--- src/design/mic_consts.svh ---
`ifndef MIC_CONSTS_SVH
`define MIC_CONSTS_SVH
// register offsets (8-bit byte addresses)
`define MIC_ADDR_CTRL1    8'h00
`define MIC_ADDR_CTRL2    8'h01
`define MIC_ADDR_PSTAT    8'h02
`define MIC_ADDR_PEN      8'h03
`define MIC_ADDR_IRQ_ST   8'h04
`define MIC_ADDR_IRQ_MSK  8'h05
`define MIC_ADDR_VEC_HI   8'h06
`define MIC_ADDR_VEC_LO   8'h07
`define MIC_ADDR_ASSOC0   8'h08
// sensitivity encodings
`define MIC_SENS_FALL_LOW 2'h0
`define MIC_SENS_RISE     2'h1
`define MIC_SENS_FALL     2'h2
`define MIC_SENS_BOTH     2'h3
// source counts and numbers
`define MIC_NSRC          12
`define MIC_NEXT          5
`define MIC_NPER          6
`define MIC_NPIN          4
// vector addresses
`define MIC_VEC_RESET     16'hFFFE
`define MIC_VEC_TRAP      16'hFFFC
`define MIC_VEC_BASE      16'hFFFA
`define MIC_VEC_NONE      16'h0000
// halt wake capability per source number 0..11
`define MIC_WAKE_MASK     12'hA6F
`define MIC_ZERO8         8'h00
`define MIC_ZERO12        12'h000
`endif

--- src/design/mic_pkg.sv ---
package mic_pkg;
    // bus request from the core register port
    typedef struct packed {
        logic [7:0] addr;
        logic [7:0] wdata;
        logic       wr;
        logic       rd;
    } mic_bus_s;
    // vector offered to the core
    typedef struct packed {
        logic        valid;
        logic [3:0]  num;
        logic [15:0] addr;
    } mic_vec_s;
    typedef enum logic [1:0] {
        MIC_SEL_NONE,
        MIC_SEL_RESET,
        MIC_SEL_TRAP,
        MIC_SEL_SRC
    } mic_sel_e;
endpackage

--- src/design/mic_irq_ctrl.sv ---
`timescale 1ns/1ps
`include "mic_consts.svh"
// Behaviour
// external vector reaches core only when request pending and global mask clear
// pending external request wakes the core from halt
// edge requests latch, cleared automatically on service routine entry
// software picks each external source polarity via control registers
// any low nand pin enabled in nand_pin_en blocks the combined source, even rising-edge mode
// peripheral request raised when flag active, mask clear, enable set
// peripheral request stays latched until mask and enable allow it
// writing zero to a status flag bit clears that peripheral request
// status read with flag set, then associated access, clears request
// clearing resets latch; disabled pending request is lost
// timer compare is vector 8 at FFEAh, no halt wake
// timer overflow is vector 9 at FFE8h, may wake halt
// small timer capture is vector 10 at FFE6h, no halt wake
// periodic tick is vector 11 at FFE4h, may wake halt
// sensitivity 00 fall+low, 01 rise, 10 fall, 11 both edges
// changing a source sensitivity clears its pending request
// sensitivity writes accepted only while global mask bit is set
// lowest pending vector number wins; reset and trap come first
module mic_irq_ctrl
    import mic_pkg::*;
(
    input  wire logic                 clk,
    input  wire logic                 resetn,
    input  wire logic [`MIC_NEXT-1:0] ext_pin,
    input  wire logic [`MIC_NPIN-1:0] nand_pin,
    input  wire logic [`MIC_NPIN-1:0] nand_pin_en,
    input  wire logic [`MIC_NPER-1:0] per_event,
    input  wire logic                 glob_mask,
    input  wire logic                 trap_req,
    input  wire logic                 reset_vec_req,
    input  wire logic                 isr_enter,
    input  wire logic [3:0]           isr_num,
    input  wire logic [7:0]           addr,
    input  wire logic [7:0]           wdata,
    input  wire logic                 wr,
    input  wire logic                 rd,
    output logic      [7:0]           rdata,
    output logic                      vec_valid,
    output logic      [3:0]           vec_num,
    output logic      [15:0]          vec_addr,
    output logic                      wake,
    output logic                      irq
);
    // peripheral index 0..5 maps to source numbers 0,7,8,9,10,11
    localparam logic [3:0] PER_NUM [`MIC_NPER] =
        '{4'h0, 4'h7, 4'h8, 4'h9, 4'hA, 4'hB};
    // external index 0..4 maps to source numbers 1,2,3,5,6
    localparam logic [3:0] EXT_NUM [`MIC_NEXT] =
        '{4'h1, 4'h2, 4'h3, 4'h5, 4'h6};

    mic_bus_s bus;
    assign bus = '{addr: addr, wdata: wdata, wr: wr, rd: rd};

    // pin synchronisers, two stages before any use
    logic [`MIC_NEXT-1:0] ext_s1_r;
    logic [`MIC_NEXT-1:0] ext_s2_r;
    logic [`MIC_NEXT-1:0] ext_d_r;
    logic [`MIC_NPIN-1:0] nand_s1_r;
    logic [`MIC_NPIN-1:0] nand_s2_r;
    // reset to the idle high level so no false edge follows reset
    always_ff @(posedge clk or negedge resetn)
    begin
        if (!resetn)
        begin
            ext_s1_r <= '1;
            ext_s2_r <= '1;
        end
        else
        begin
            ext_s1_r <= ext_pin;
            ext_s2_r <= ext_s1_r;
        end
    end

    // merged port pins, same two-stage treatment
    always_ff @(posedge clk or negedge resetn)
    begin
        if (!resetn)
        begin
            nand_s1_r <= '1;
            nand_s2_r <= '1;
        end
        else
        begin
            nand_s1_r <= nand_pin;
            nand_s2_r <= nand_s1_r;
        end
    end

    // nand pins merge into source 0 of the external group
    wire nand_low = |(~nand_s2_r & nand_pin_en);
    wire [`MIC_NEXT-1:0] ext_lvl;
    wire [`MIC_NEXT-1:0] ext_prev;
    assign ext_lvl  = {ext_s2_r[`MIC_NEXT-1:1], ext_s2_r[0] & ~nand_low};
    assign ext_prev = ext_d_r;

    // history of the gated level, so a held nand pin cannot fake
    // an edge on line 0 or hide the one its release makes
    always_ff @(posedge clk or negedge resetn)
    begin
        if (!resetn)
            ext_d_r <= '1;
        else
            ext_d_r <= ext_lvl;
    end

    // sensitivity control, two bits per external line
    logic [7:0] ctrl1_r;
    logic [7:0] ctrl2_r;
    wire ctrl_wr_ok = glob_mask;
    wire wr_c1 = bus.wr && bus.addr == `MIC_ADDR_CTRL1 && ctrl_wr_ok;
    wire wr_c2 = bus.wr && bus.addr == `MIC_ADDR_CTRL2 && ctrl_wr_ok;
    wire [9:0] sens_all = {ctrl2_r[3:0], ctrl1_r[5:0]};
    wire [9:0] sens_new = {wr_c2 ? bus.wdata[3:0] : ctrl2_r[3:0],
                           wr_c1 ? bus.wdata[5:0] : ctrl1_r[5:0]};
    always_ff @(posedge clk or negedge resetn)
    begin
        if (!resetn)
        begin
            ctrl1_r <= `MIC_ZERO8;
            ctrl2_r <= `MIC_ZERO8;
        end
        else
        begin
            if (wr_c1)
                ctrl1_r <= bus.wdata;
            if (wr_c2)
                ctrl2_r <= {4'h0, bus.wdata[3:0]};
        end
    end

    // peripheral flags, enables and latches
    logic [`MIC_NPER-1:0] pstat_r;
    logic [`MIC_NPER-1:0] pen_r;
    logic [`MIC_NPER-1:0] armed_r;   // status read seen while flag set
    wire wr_pstat = bus.wr && bus.addr == `MIC_ADDR_PSTAT;
    wire rd_pstat = bus.rd && bus.addr == `MIC_ADDR_PSTAT;
    wire wr_pen   = bus.wr && bus.addr == `MIC_ADDR_PEN;

    // request latches, one per external line
    logic [`MIC_NEXT-1:0] ext_pend_r;
    wire  [`MIC_NEXT-1:0] ext_req;
    wire  [`MIC_NEXT-1:0] ext_serv;
    wire  [`MIC_NPER-1:0] per_clr;

    genvar g;
    generate
        for (g = 0; g < `MIC_NEXT; g++)
        begin : g_ext
            wire [1:0] sens = sens_all[2*g +: 2];
            wire rise = ext_lvl[g] & ~ext_prev[g];
            wire fall = ~ext_lvl[g] & ext_prev[g];
            wire edge_hit =
                (sens == `MIC_SENS_RISE) ? rise :
                (sens == `MIC_SENS_FALL) ? fall :
                (sens == `MIC_SENS_BOTH) ? (rise | fall) :
                fall;
            wire sens_chg = sens_new[2*g +: 2] != sens;
            assign ext_serv[g] = isr_enter && isr_num == EXT_NUM[g];
            // low level in mode 00 requests while held, no latch needed
            wire low_req = (sens == `MIC_SENS_FALL_LOW) & ~ext_lvl[g];
            // a fresh edge wins over a clear landing in the same cycle
            always_ff @(posedge clk or negedge resetn)
            begin
                if (!resetn)
                    ext_pend_r[g] <= 1'b0;
                else if (edge_hit)
                    ext_pend_r[g] <= 1'b1;
                else if (sens_chg)
                    ext_pend_r[g] <= 1'b0;
                else if (ext_serv[g])
                    ext_pend_r[g] <= 1'b0;
            end
            // nand group: a low pin masks even a latched request
            wire blk = (g == 0) && nand_low;
            assign ext_req[g] = (ext_pend_r[g] | low_req) & ~blk;
        end
        for (g = 0; g < `MIC_NPER; g++)
        begin : g_per
            wire wr_assoc = (bus.wr || bus.rd) &&
                            bus.addr == (`MIC_ADDR_ASSOC0 + 8'(g));
            // zero write or read-then-access sequence clears the latch
            assign per_clr[g] = (wr_pstat && !bus.wdata[g]) ||
                                (armed_r[g] && wr_assoc);
            always_ff @(posedge clk or negedge resetn)
            begin
                if (!resetn)
                begin
                    pstat_r[g] <= 1'b0;
                    armed_r[g] <= 1'b0;
                end
                else
                begin
                    // new event wins over a clear in the same cycle
                    if (per_event[g])
                        pstat_r[g] <= 1'b1;
                    else if (per_clr[g])
                        pstat_r[g] <= 1'b0;
                    if (per_clr[g])
                        armed_r[g] <= 1'b0;
                    else if (rd_pstat && pstat_r[g])
                        armed_r[g] <= 1'b1;
                end
            end
        end
    endgenerate

    always_ff @(posedge clk or negedge resetn)
    begin
        if (!resetn)
            pen_r <= '0;
        else if (wr_pen)
            pen_r <= bus.wdata[`MIC_NPER-1:0];
    end

    // collect per source number; unused numbers stay zero
    logic [`MIC_NSRC-1:0] src_req;
    always_comb
    begin
        src_req = `MIC_ZERO12;
        for (int i = 0; i < `MIC_NEXT; i++)
            src_req[EXT_NUM[i]] = ext_req[i];
        for (int i = 0; i < `MIC_NPER; i++)
            src_req[PER_NUM[i]] = pstat_r[i] & pen_r[i];
    end

    // global mask gates delivery but never drops the latch
    wire [`MIC_NSRC-1:0] src_live = glob_mask ? `MIC_ZERO12 : src_req;

    // fixed priority: lowest number first
    logic [3:0] win_num;
    logic       win_any;
    always_comb
    begin
        win_num = 4'h0;
        win_any = 1'b0;
        for (int i = `MIC_NSRC-1; i >= 0; i--)
            if (src_live[i])
            begin
                win_num = 4'(i);
                win_any = 1'b1;
            end
    end

    mic_sel_e sel;
    assign sel = reset_vec_req ? MIC_SEL_RESET :
                 trap_req      ? MIC_SEL_TRAP  :
                 win_any       ? MIC_SEL_SRC   : MIC_SEL_NONE;
    // vector n sits at base minus 2n: 8->FFEA .. 11->FFE4
    wire [15:0] src_addr = `MIC_VEC_BASE - {11'h0, win_num, 1'b0};

    mic_vec_s vec_nxt;
    always_comb
    begin
        case (sel)
            MIC_SEL_RESET: vec_nxt = '{1'b1, 4'h0, `MIC_VEC_RESET};
            MIC_SEL_TRAP:  vec_nxt = '{1'b1, 4'h0, `MIC_VEC_TRAP};
            MIC_SEL_SRC:   vec_nxt = '{1'b1, win_num, src_addr};
            default:       vec_nxt = '{1'b0, 4'h0, `MIC_VEC_NONE};
        endcase
    end

    // halt wake ignores the global mask so a masked source still wakes
    wire [`MIC_NSRC-1:0] wake_mask = `MIC_WAKE_MASK;
    wire wake_nxt = |(src_req & wake_mask) | (|ext_req);

    // sticky event status for the interrupt output
    logic [`MIC_NSRC-1:0] ist_r;
    logic [`MIC_NSRC-1:0] imsk_r;
    logic [7:0]           rdata_nxt;
    logic [`MIC_NSRC-1:0] req_d_r;
    // only a new request is an event, so a write-one clear sticks
    // even while the request itself stays pending
    wire  [`MIC_NSRC-1:0] req_rise = src_req & ~req_d_r;
    wire wr_ist  = bus.wr && bus.addr == `MIC_ADDR_IRQ_ST;
    wire wr_imsk = bus.wr && bus.addr == `MIC_ADDR_IRQ_MSK;
    always_ff @(posedge clk or negedge resetn)
    begin
        if (!resetn)
        begin
            ist_r  <= `MIC_ZERO12;
            imsk_r <= `MIC_ZERO12;
            req_d_r <= `MIC_ZERO12;
        end
        else
        begin
            // set wins over a write-one clear
            ist_r <= (ist_r & ~(wr_ist ? {4'h0, bus.wdata} : `MIC_ZERO12))
                     | req_rise;
            req_d_r <= src_req;
            if (wr_imsk)
                imsk_r <= {4'h0, bus.wdata};
        end
    end

    // read mux; unmapped addresses read zero
    always_comb
    begin
        case (bus.addr)
            `MIC_ADDR_CTRL1:   rdata_nxt = ctrl1_r;
            `MIC_ADDR_CTRL2:   rdata_nxt = ctrl2_r;
            `MIC_ADDR_PSTAT:   rdata_nxt = {2'h0, pstat_r};
            `MIC_ADDR_PEN:     rdata_nxt = {2'h0, pen_r};
            `MIC_ADDR_IRQ_ST:  rdata_nxt = ist_r[7:0];
            `MIC_ADDR_IRQ_MSK: rdata_nxt = imsk_r[7:0];
            `MIC_ADDR_VEC_HI:  rdata_nxt = vec_addr[15:8];
            `MIC_ADDR_VEC_LO:  rdata_nxt = vec_addr[7:0];
            default:           rdata_nxt = `MIC_ZERO8;
        endcase
    end

    // read data stands only in the cycle after the strobe
    always_ff @(posedge clk or negedge resetn)
    begin
        if (!resetn)
            rdata <= `MIC_ZERO8;
        else
            rdata <= bus.rd ? rdata_nxt : `MIC_ZERO8;
    end

    // vector offer, one cycle behind the request state
    always_ff @(posedge clk or negedge resetn)
    begin
        if (!resetn)
        begin
            vec_valid <= 1'b0;
            vec_num   <= 4'h0;
            vec_addr  <= `MIC_VEC_NONE;
        end
        else
        begin
            vec_valid <= vec_nxt.valid;
            vec_num   <= vec_nxt.num;
            vec_addr  <= vec_nxt.addr;
        end
    end

    // wake and interrupt levels, registered like the vector
    always_ff @(posedge clk or negedge resetn)
    begin
        if (!resetn)
        begin
            wake <= 1'b0;
            irq  <= 1'b0;
        end
        else
        begin
            wake <= wake_nxt;
            irq  <= |(ist_r & imsk_r);
        end
    end
endmodule

--- config.mk ---
export PLATFORM = sky130hd
export DESIGN_NAME = mic_irq_ctrl
export DESIGN_NICKNAME = d
export VERILOG_FILES = /design/src/design/mic_pkg.sv /design/src/design/mic_irq_ctrl.sv
export VERILOG_INCLUDE_DIRS = /design/src /design/src/design
export SDC_FILE = /design/constraint.sdc
export NUM_CORES = 1
export LEC_CHECK = 0
export BUFFER_PORTS_ARGS = -buffer_cell sky130_fd_sc_hd__buf_2
export CORE_UTILIZATION = 48
export DETAILED_ROUTE_END_ITERATION = 8
export GPL_ROUTABILITY_DRIVEN = 0
export PLACE_DENSITY = 0.7
export RECOVER_POWER = 100
export SYNTH_ARGS = -nofsm -noshare
export SYNTH_HDL_FRONTEND = slang
export SYNTH_SLANG_ARGS = --single-unit
--- constraint.sdc ---
create_clock -name clk -period 4.95 [get_ports clk]
set_input_delay 0.495 -clock clk [delete_from_list [all_inputs] [get_ports clk]]
set_output_delay 0.495 -clock clk [all_outputs]
set_load 0.02 [all_outputs]
# --- Word level (Yosys, flattened, before mapping) ---
# Cells that the tools add are included.
word_totals:
  reg_bits: 120
  in_bits: 47
  output_inout_bits: 31
op_classes:
  addsub: 1
  n_eq_ne: 41
  muxes: 88
  n_bitwise: 53
  reduce_logical: 78
ops:
  columns: ["operator", "count"]
  rows:
  - ["2-to-1 mux 1 bit", 66]
  - ["case mux 8 bit (8 select lines)", 1]
  - ["case mux 21 bit (3 select lines)", 1]
  - ["2-to-1 mux 4 bit", 13]
  - ["equality test 8 x 4 -> 1 bit, second input constant", 6]
  - ["logical AND 1 bit", 38]
  - ["equality test 8 x 3 -> 1 bit, second input constant", 4]
  - ["AND 12 bit", 2]
  - ["equality test 2 bit, second input constant", 12]
  - ["nonzero test 2 bit", 12]
  - ["AND 1 bit", 23]
  - ["equality test 8 x 2 -> 1 bit, second input constant", 2]
  - ["2-to-1 mux 8 bit", 2]
  - ["nonzero test 3 bit", 5]
  - ["AND 12 x 8 -> 12 bit", 1]
  - ["equality test 2 x 1 -> 1 bit, second input constant", 6]
  - ["2-to-1 mux 12 bit", 1]
  - ["NOT 12 bit", 1]
  - ["NOT 8 -> 12 bit", 1]
  - ["bitwise OR 12 bit", 1]
  - ["OR reduction 12 bit", 1]
  - ["NOT 1 bit", 11]
  - ["bitwise OR 1 bit", 11]
  - ["logical NOT 2 bit", 5]
  - ["16 further kinds", 35]

# --- Depth between registers and ports, before layout ---
logic_depth:
  ltp_word: 27
  depth_mapped: 10
  mapped_depth_nobuf: 10

# --- Worst setup path before layout ---
# Ideal clock, no wire load.
synth_path:
  kind: "input to register"
  startpoint: "in addr[7]"
  endpoint: "reg pen_r[4]"
  setup_time_ps: 125
  t_arrival_ps: 2084
  slack_ps: 2741
  path_stages: 6
  n_path_buf: 2
  cell_sequence: "or4_4 > buf_6 > nor3_1 > and3_1 > buf_2 > mux2_2"
synth_between:
  elab_chain_cells: 2
synth_lines:
  columns: ["element", "line_no", "rtl"]
  rows:
  - ["from (decl)", "mic_irq_ctrl.sv:36", "input wire logic [7:0] addr,"]
  - ["equality test 8 x 2 -> 1 bit", null, null]
  - ["logical AND 1 bit (no source line)", null, null]
  - ["to (signal assigned)", "mic_irq_ctrl.sv:216", "pen_r <= bus.wdata[`MIC_NPER-1:0];"]
  - ["to (decl)", "mic_irq_ctrl.sv:137", "logic [`MIC_NPER-1:0] pen_r;"]
# Every way passes these cells.
# A chain may end at the register's enable or synchronous reset.

# --- Worst setup path after layout ---
layout_path:
  startpoint: "in addr[1]"
  endpoint: "reg imsk_r[2]"
layout_between:
  elab_chain_cells: 2
layout_lines:
  columns: ["element", "line_no", "rtl"]
  rows:
  - ["equality test 8 x 3 -> 1 bit", null, null]
  - ["logical AND 1 bit (no source line)", null, null]
  - ["to (signal assigned)", "mic_irq_ctrl.sv:285", "imsk_r <= `MIC_ZERO12;"]
  - ["to (signal assigned)", "mic_irq_ctrl.sv:295", "imsk_r <= {4'h0, bus.wdata};"]
  - ["to (decl)", "mic_irq_ctrl.sv:272", "logic [`MIC_NSRC-1:0] imsk_r;"]
# Every way passes these cells.

==> impl_metrics.py <==
metrics = {
    "drt": {
        "postRouteAntennaNets": 0,
        "drc": 0,
        "route.met3.wl_um": 610,
        "wl_met2_um": 5349,
        "topRoutingLayerUsed": "met4",
        "viasPerCell": 5.669,
        "wl_met1_um": 4974,
        "vias": 3526,
        "wirelength_um": 11240,
        "drtPass1Iterations": 5,
        "drt-initial-drc-count": 197,
        "wire_per_inst_um": 18.06,
    },
    "layout": {
        "layout-drive-gt1-share_pct": 24.95,
        "final_util_pct": 55.06,
        "stdcell_area_sq_mm": 0.005333,
        "num_antenna_cells": 0,
        "layout_common_cells": "dfrtp_1 (78), buf_2 (44), mux2_2 (32), clkbuf_1 (32), nor2_1 (28)",
        "mostFrequentLayoutCell": "dfrtp_1",
        "fin_nets": 542,
        "fin_cells": 622,
        "syn2layout_area_growth_pct": 11.86,
    },
    "timing": {
        "fmaxAchievable_ghz": 0.3563,
        "tns_ns": 0,
        "min_period_over_period_pct": 56.69,
        "fin_skew_ns": 0.01380,
        "hold_slack_ns": 0.2176,
        "max_slew_margin_pct": -22.25,
        "rsz0062_at_grt": "false",
        "setup_viol": 0,
        "tightest_slew_ns": 1.834,
        "finalHoldViolations": 0,
        "slew_viol_final": 36,
        "fin_crit_ns": 2.806,
    },
    "floorplan": {
        "core_sq_mm": 0.009684,
        "die_h_um": 101.7,
        "initial_core_util_pct": 49.22,
        "dieWidth_um": 101.7,
        "die-area_sq_mm": 0.01033,
        "placementRows": 36,
        "ios": 78,
    },
    "place": {
        "dp_cells": 606,
        "dpl.hpwl_um": 8078,
        "placedInstanceArea_sq_mm": 0.005161,
        "io_buffers": 76,
    },
    "yosys": {
        "syn_inst": 423,
        "ys_types": 56,
        "synthArstFlopShare_pct": 100.0,
        "synth_area_sq_mm": 0.004767,
        "ys.flop_type": "dfrtp_1",
        "synth_area_per_cell_sq_um": 11.27,
        "ys_seq_elements": 101,
        "synthTopCellsByArea": "dfrtp_1 (41%), dfstp_2 (13%), mux2_2 (7.6%), ha_1 (2.9%), mux2i_1 (2.3%)",
        "synth_edf_count": 0,
        "ys_warn_count": 0,
        "synth_nets": 481,
        "yosysSeqAreaShare_pct": 53.62,
        "synth_top_area_share_pct": 40.94,
        "yosysTopAreaCell": "dfrtp_1",
    },
    "cts": {
        "cts.clk_slew.worst_paths_ns": 0.10,
        "clk_path_buf_depth": 2,
        "clock-root-buffer": "clkbuf_8",
        "cts.repair.resized": 0,
        "cts_hold_buf": 0,
        "htreeDepth": 3,
        "clk_latency_ns": 0.37,
        "cts_tree": "yes",
        "cts_sinks": 101,
        "post_cts_buffers": 0,
        "cts_buffers": 9,
    },
    "pwr": {
        "peakVddDrop_mv": 0.1492,
        "p_per_area_mw_per_mm2": 312.3,
        "clkPwrFrac_pct": 35.8,
        "leakage_uw": 0.002419,
        "intPower_uw": 1244,
        "netSwitchingPower_uw": 421.6,
        "switching_share_pct": 25.32,
        "combPwrFrac_pct": 10.6,
        "seqPwrFrac_pct": 53.6,
    },
    "worst_setup_path": {
        "crit_type": "primary input to register",
        "critPathRequiredTime_ns": 5.21,
        "slowest_delay_ns": 0.93,
        "worstPathArrival_ns": 3.06,
        "crit_path_start_kind": "primary input",
        "crit_slowest_cell": "nor3_1",
        "critical_path.max_fanout": 24,
        "crit_path_end_kind": "register",
        "cp_cell_sequence": "clkbuf_1 > nor2b_1 > nand2_1 > nor3_1 > mux2_2",
    },
    "min_path": {
        "min_path_type": "primary input to register",
    },
    "outcome": {
        "violations": "capacitance limit, slew limit",
        "status": "finished with violations",
    },
    "grt": {
        "antenna_found_initial": 0,
        "grt_max_degree": 68,
        "grt_overflow": 0,
        "grt_first_pass_wirelength_um": 17910,
        "grt_use_total_pct": 23.38,
        "grt_pass1_vias": 3405,
    },
    "job": {
        "cap_violations": 1,
    },
}
## synthesized netlist by cell type (all sizes together) (11+ instances only)
library cell  count
dfrtp            78
mux2             32
nor2             28
inv              27
nand2            25
dfstp            23
o21ai            21
a21oi            20
buf              20
nor3             13
ha               11
mux2i            11
## worst paths after layout
path / startpoint / to / slack, ns / depth (start not counted)
min in group asynchronous: resetn / ctrl1_r[0] / 0.23 / 1
min reg2reg: nand_s1_r[1] / nand_s2_r[1] / 0.36 / 0
max in group asynchronous: resetn / ist_r[4] / 2.54 / 2
max reg2reg: ext_s2_r[4] / vec_addr[3] / 2.81 / 6
max: addr[1] / imsk_r[2] / 2.14 / 5
min: nand_pin[3] / nand_s1_r[3] / 0.22 / 1
## sequential cells by signal, summed over array words and instances (netlist names)
register,flops
ctrl1_r,8
imsk_r,8
ist_r,8
rdata,8
req_d_r,7
armed_r,6
pen_r,6
pstat_r,6
vec_addr,6
ext_d_r,5
ext_pend_r,5
ext_s1_r,5
ext_s2_r,5
ctrl2_r,4
nand_s1_r,4
nand_s2_r,4
vec_num,4
irq,1
wake,1
## per-stage QoR
stage	worst slack [ns]	power, uW
floorplan	2.741	1010
global placement	2.372	1081
detailed placement	2.352	1088
CTS	2.742	1676
global route	1.950	1727
finish	2.144	1666
## worst max-delay path, delay by kind of cell
family	cells	cell delay [ns]
AND/OR/NAND/NOR	3	1.63
multiplexers	1	0.42
buffers and inverters	1	0.50
## routing by layer
layer,vias to the layer above,track usage [%]
met5,-,0
met1,1763,32.47
met2,129,36.43
met3,25,3.382
met4,0,10.70
li1,1609,-
## power groups by stage
stage,Clock (uW),Sequential [uW],Combinational [uW]
final,596,893,176
after global routing,634,897,195
after CTS,603,893,180
after detailed placement,0,908,179
after global placement,0,908,174
after floorplan,0,908,102
## layout make-up
| class | count | area (sq um) |
|---|---|---|
| fillers | 892 | 4352 |
| flip-flops and latches | 101 | 2556 |
| multi-input cells | 268 | 1924 |
| repair buffers | 77 | 347.8 |
| clock buffers | 12 | 187.7 |
| well taps | 133 | 166.4 |
| inverters | 27 | 101.3 |
| clock inverters | 4 | 48.80 |
## cell families (layout without fill, tap and decap cells)
| kind of cell | count (synthesis) | after routing | synth area share [%] |
|---|---|---|---|
| compound gates | 96 | 96 | 13.70 |
| xor+xnor | 10 | 10 | 1.837 |
| fa+ha+maj | 11 | 11 | 2.887 |
| buf+inv | 54 | 120 | 5.538 |
| flops | 101 | 101 | 53.62 |
| mux | 46 | 46 | 11.29 |
| other cells | 1 | 1 | 0.07866 |
| simple gates | 104 | 104 | 11.05 |
(Power assumes the default switching activity.)
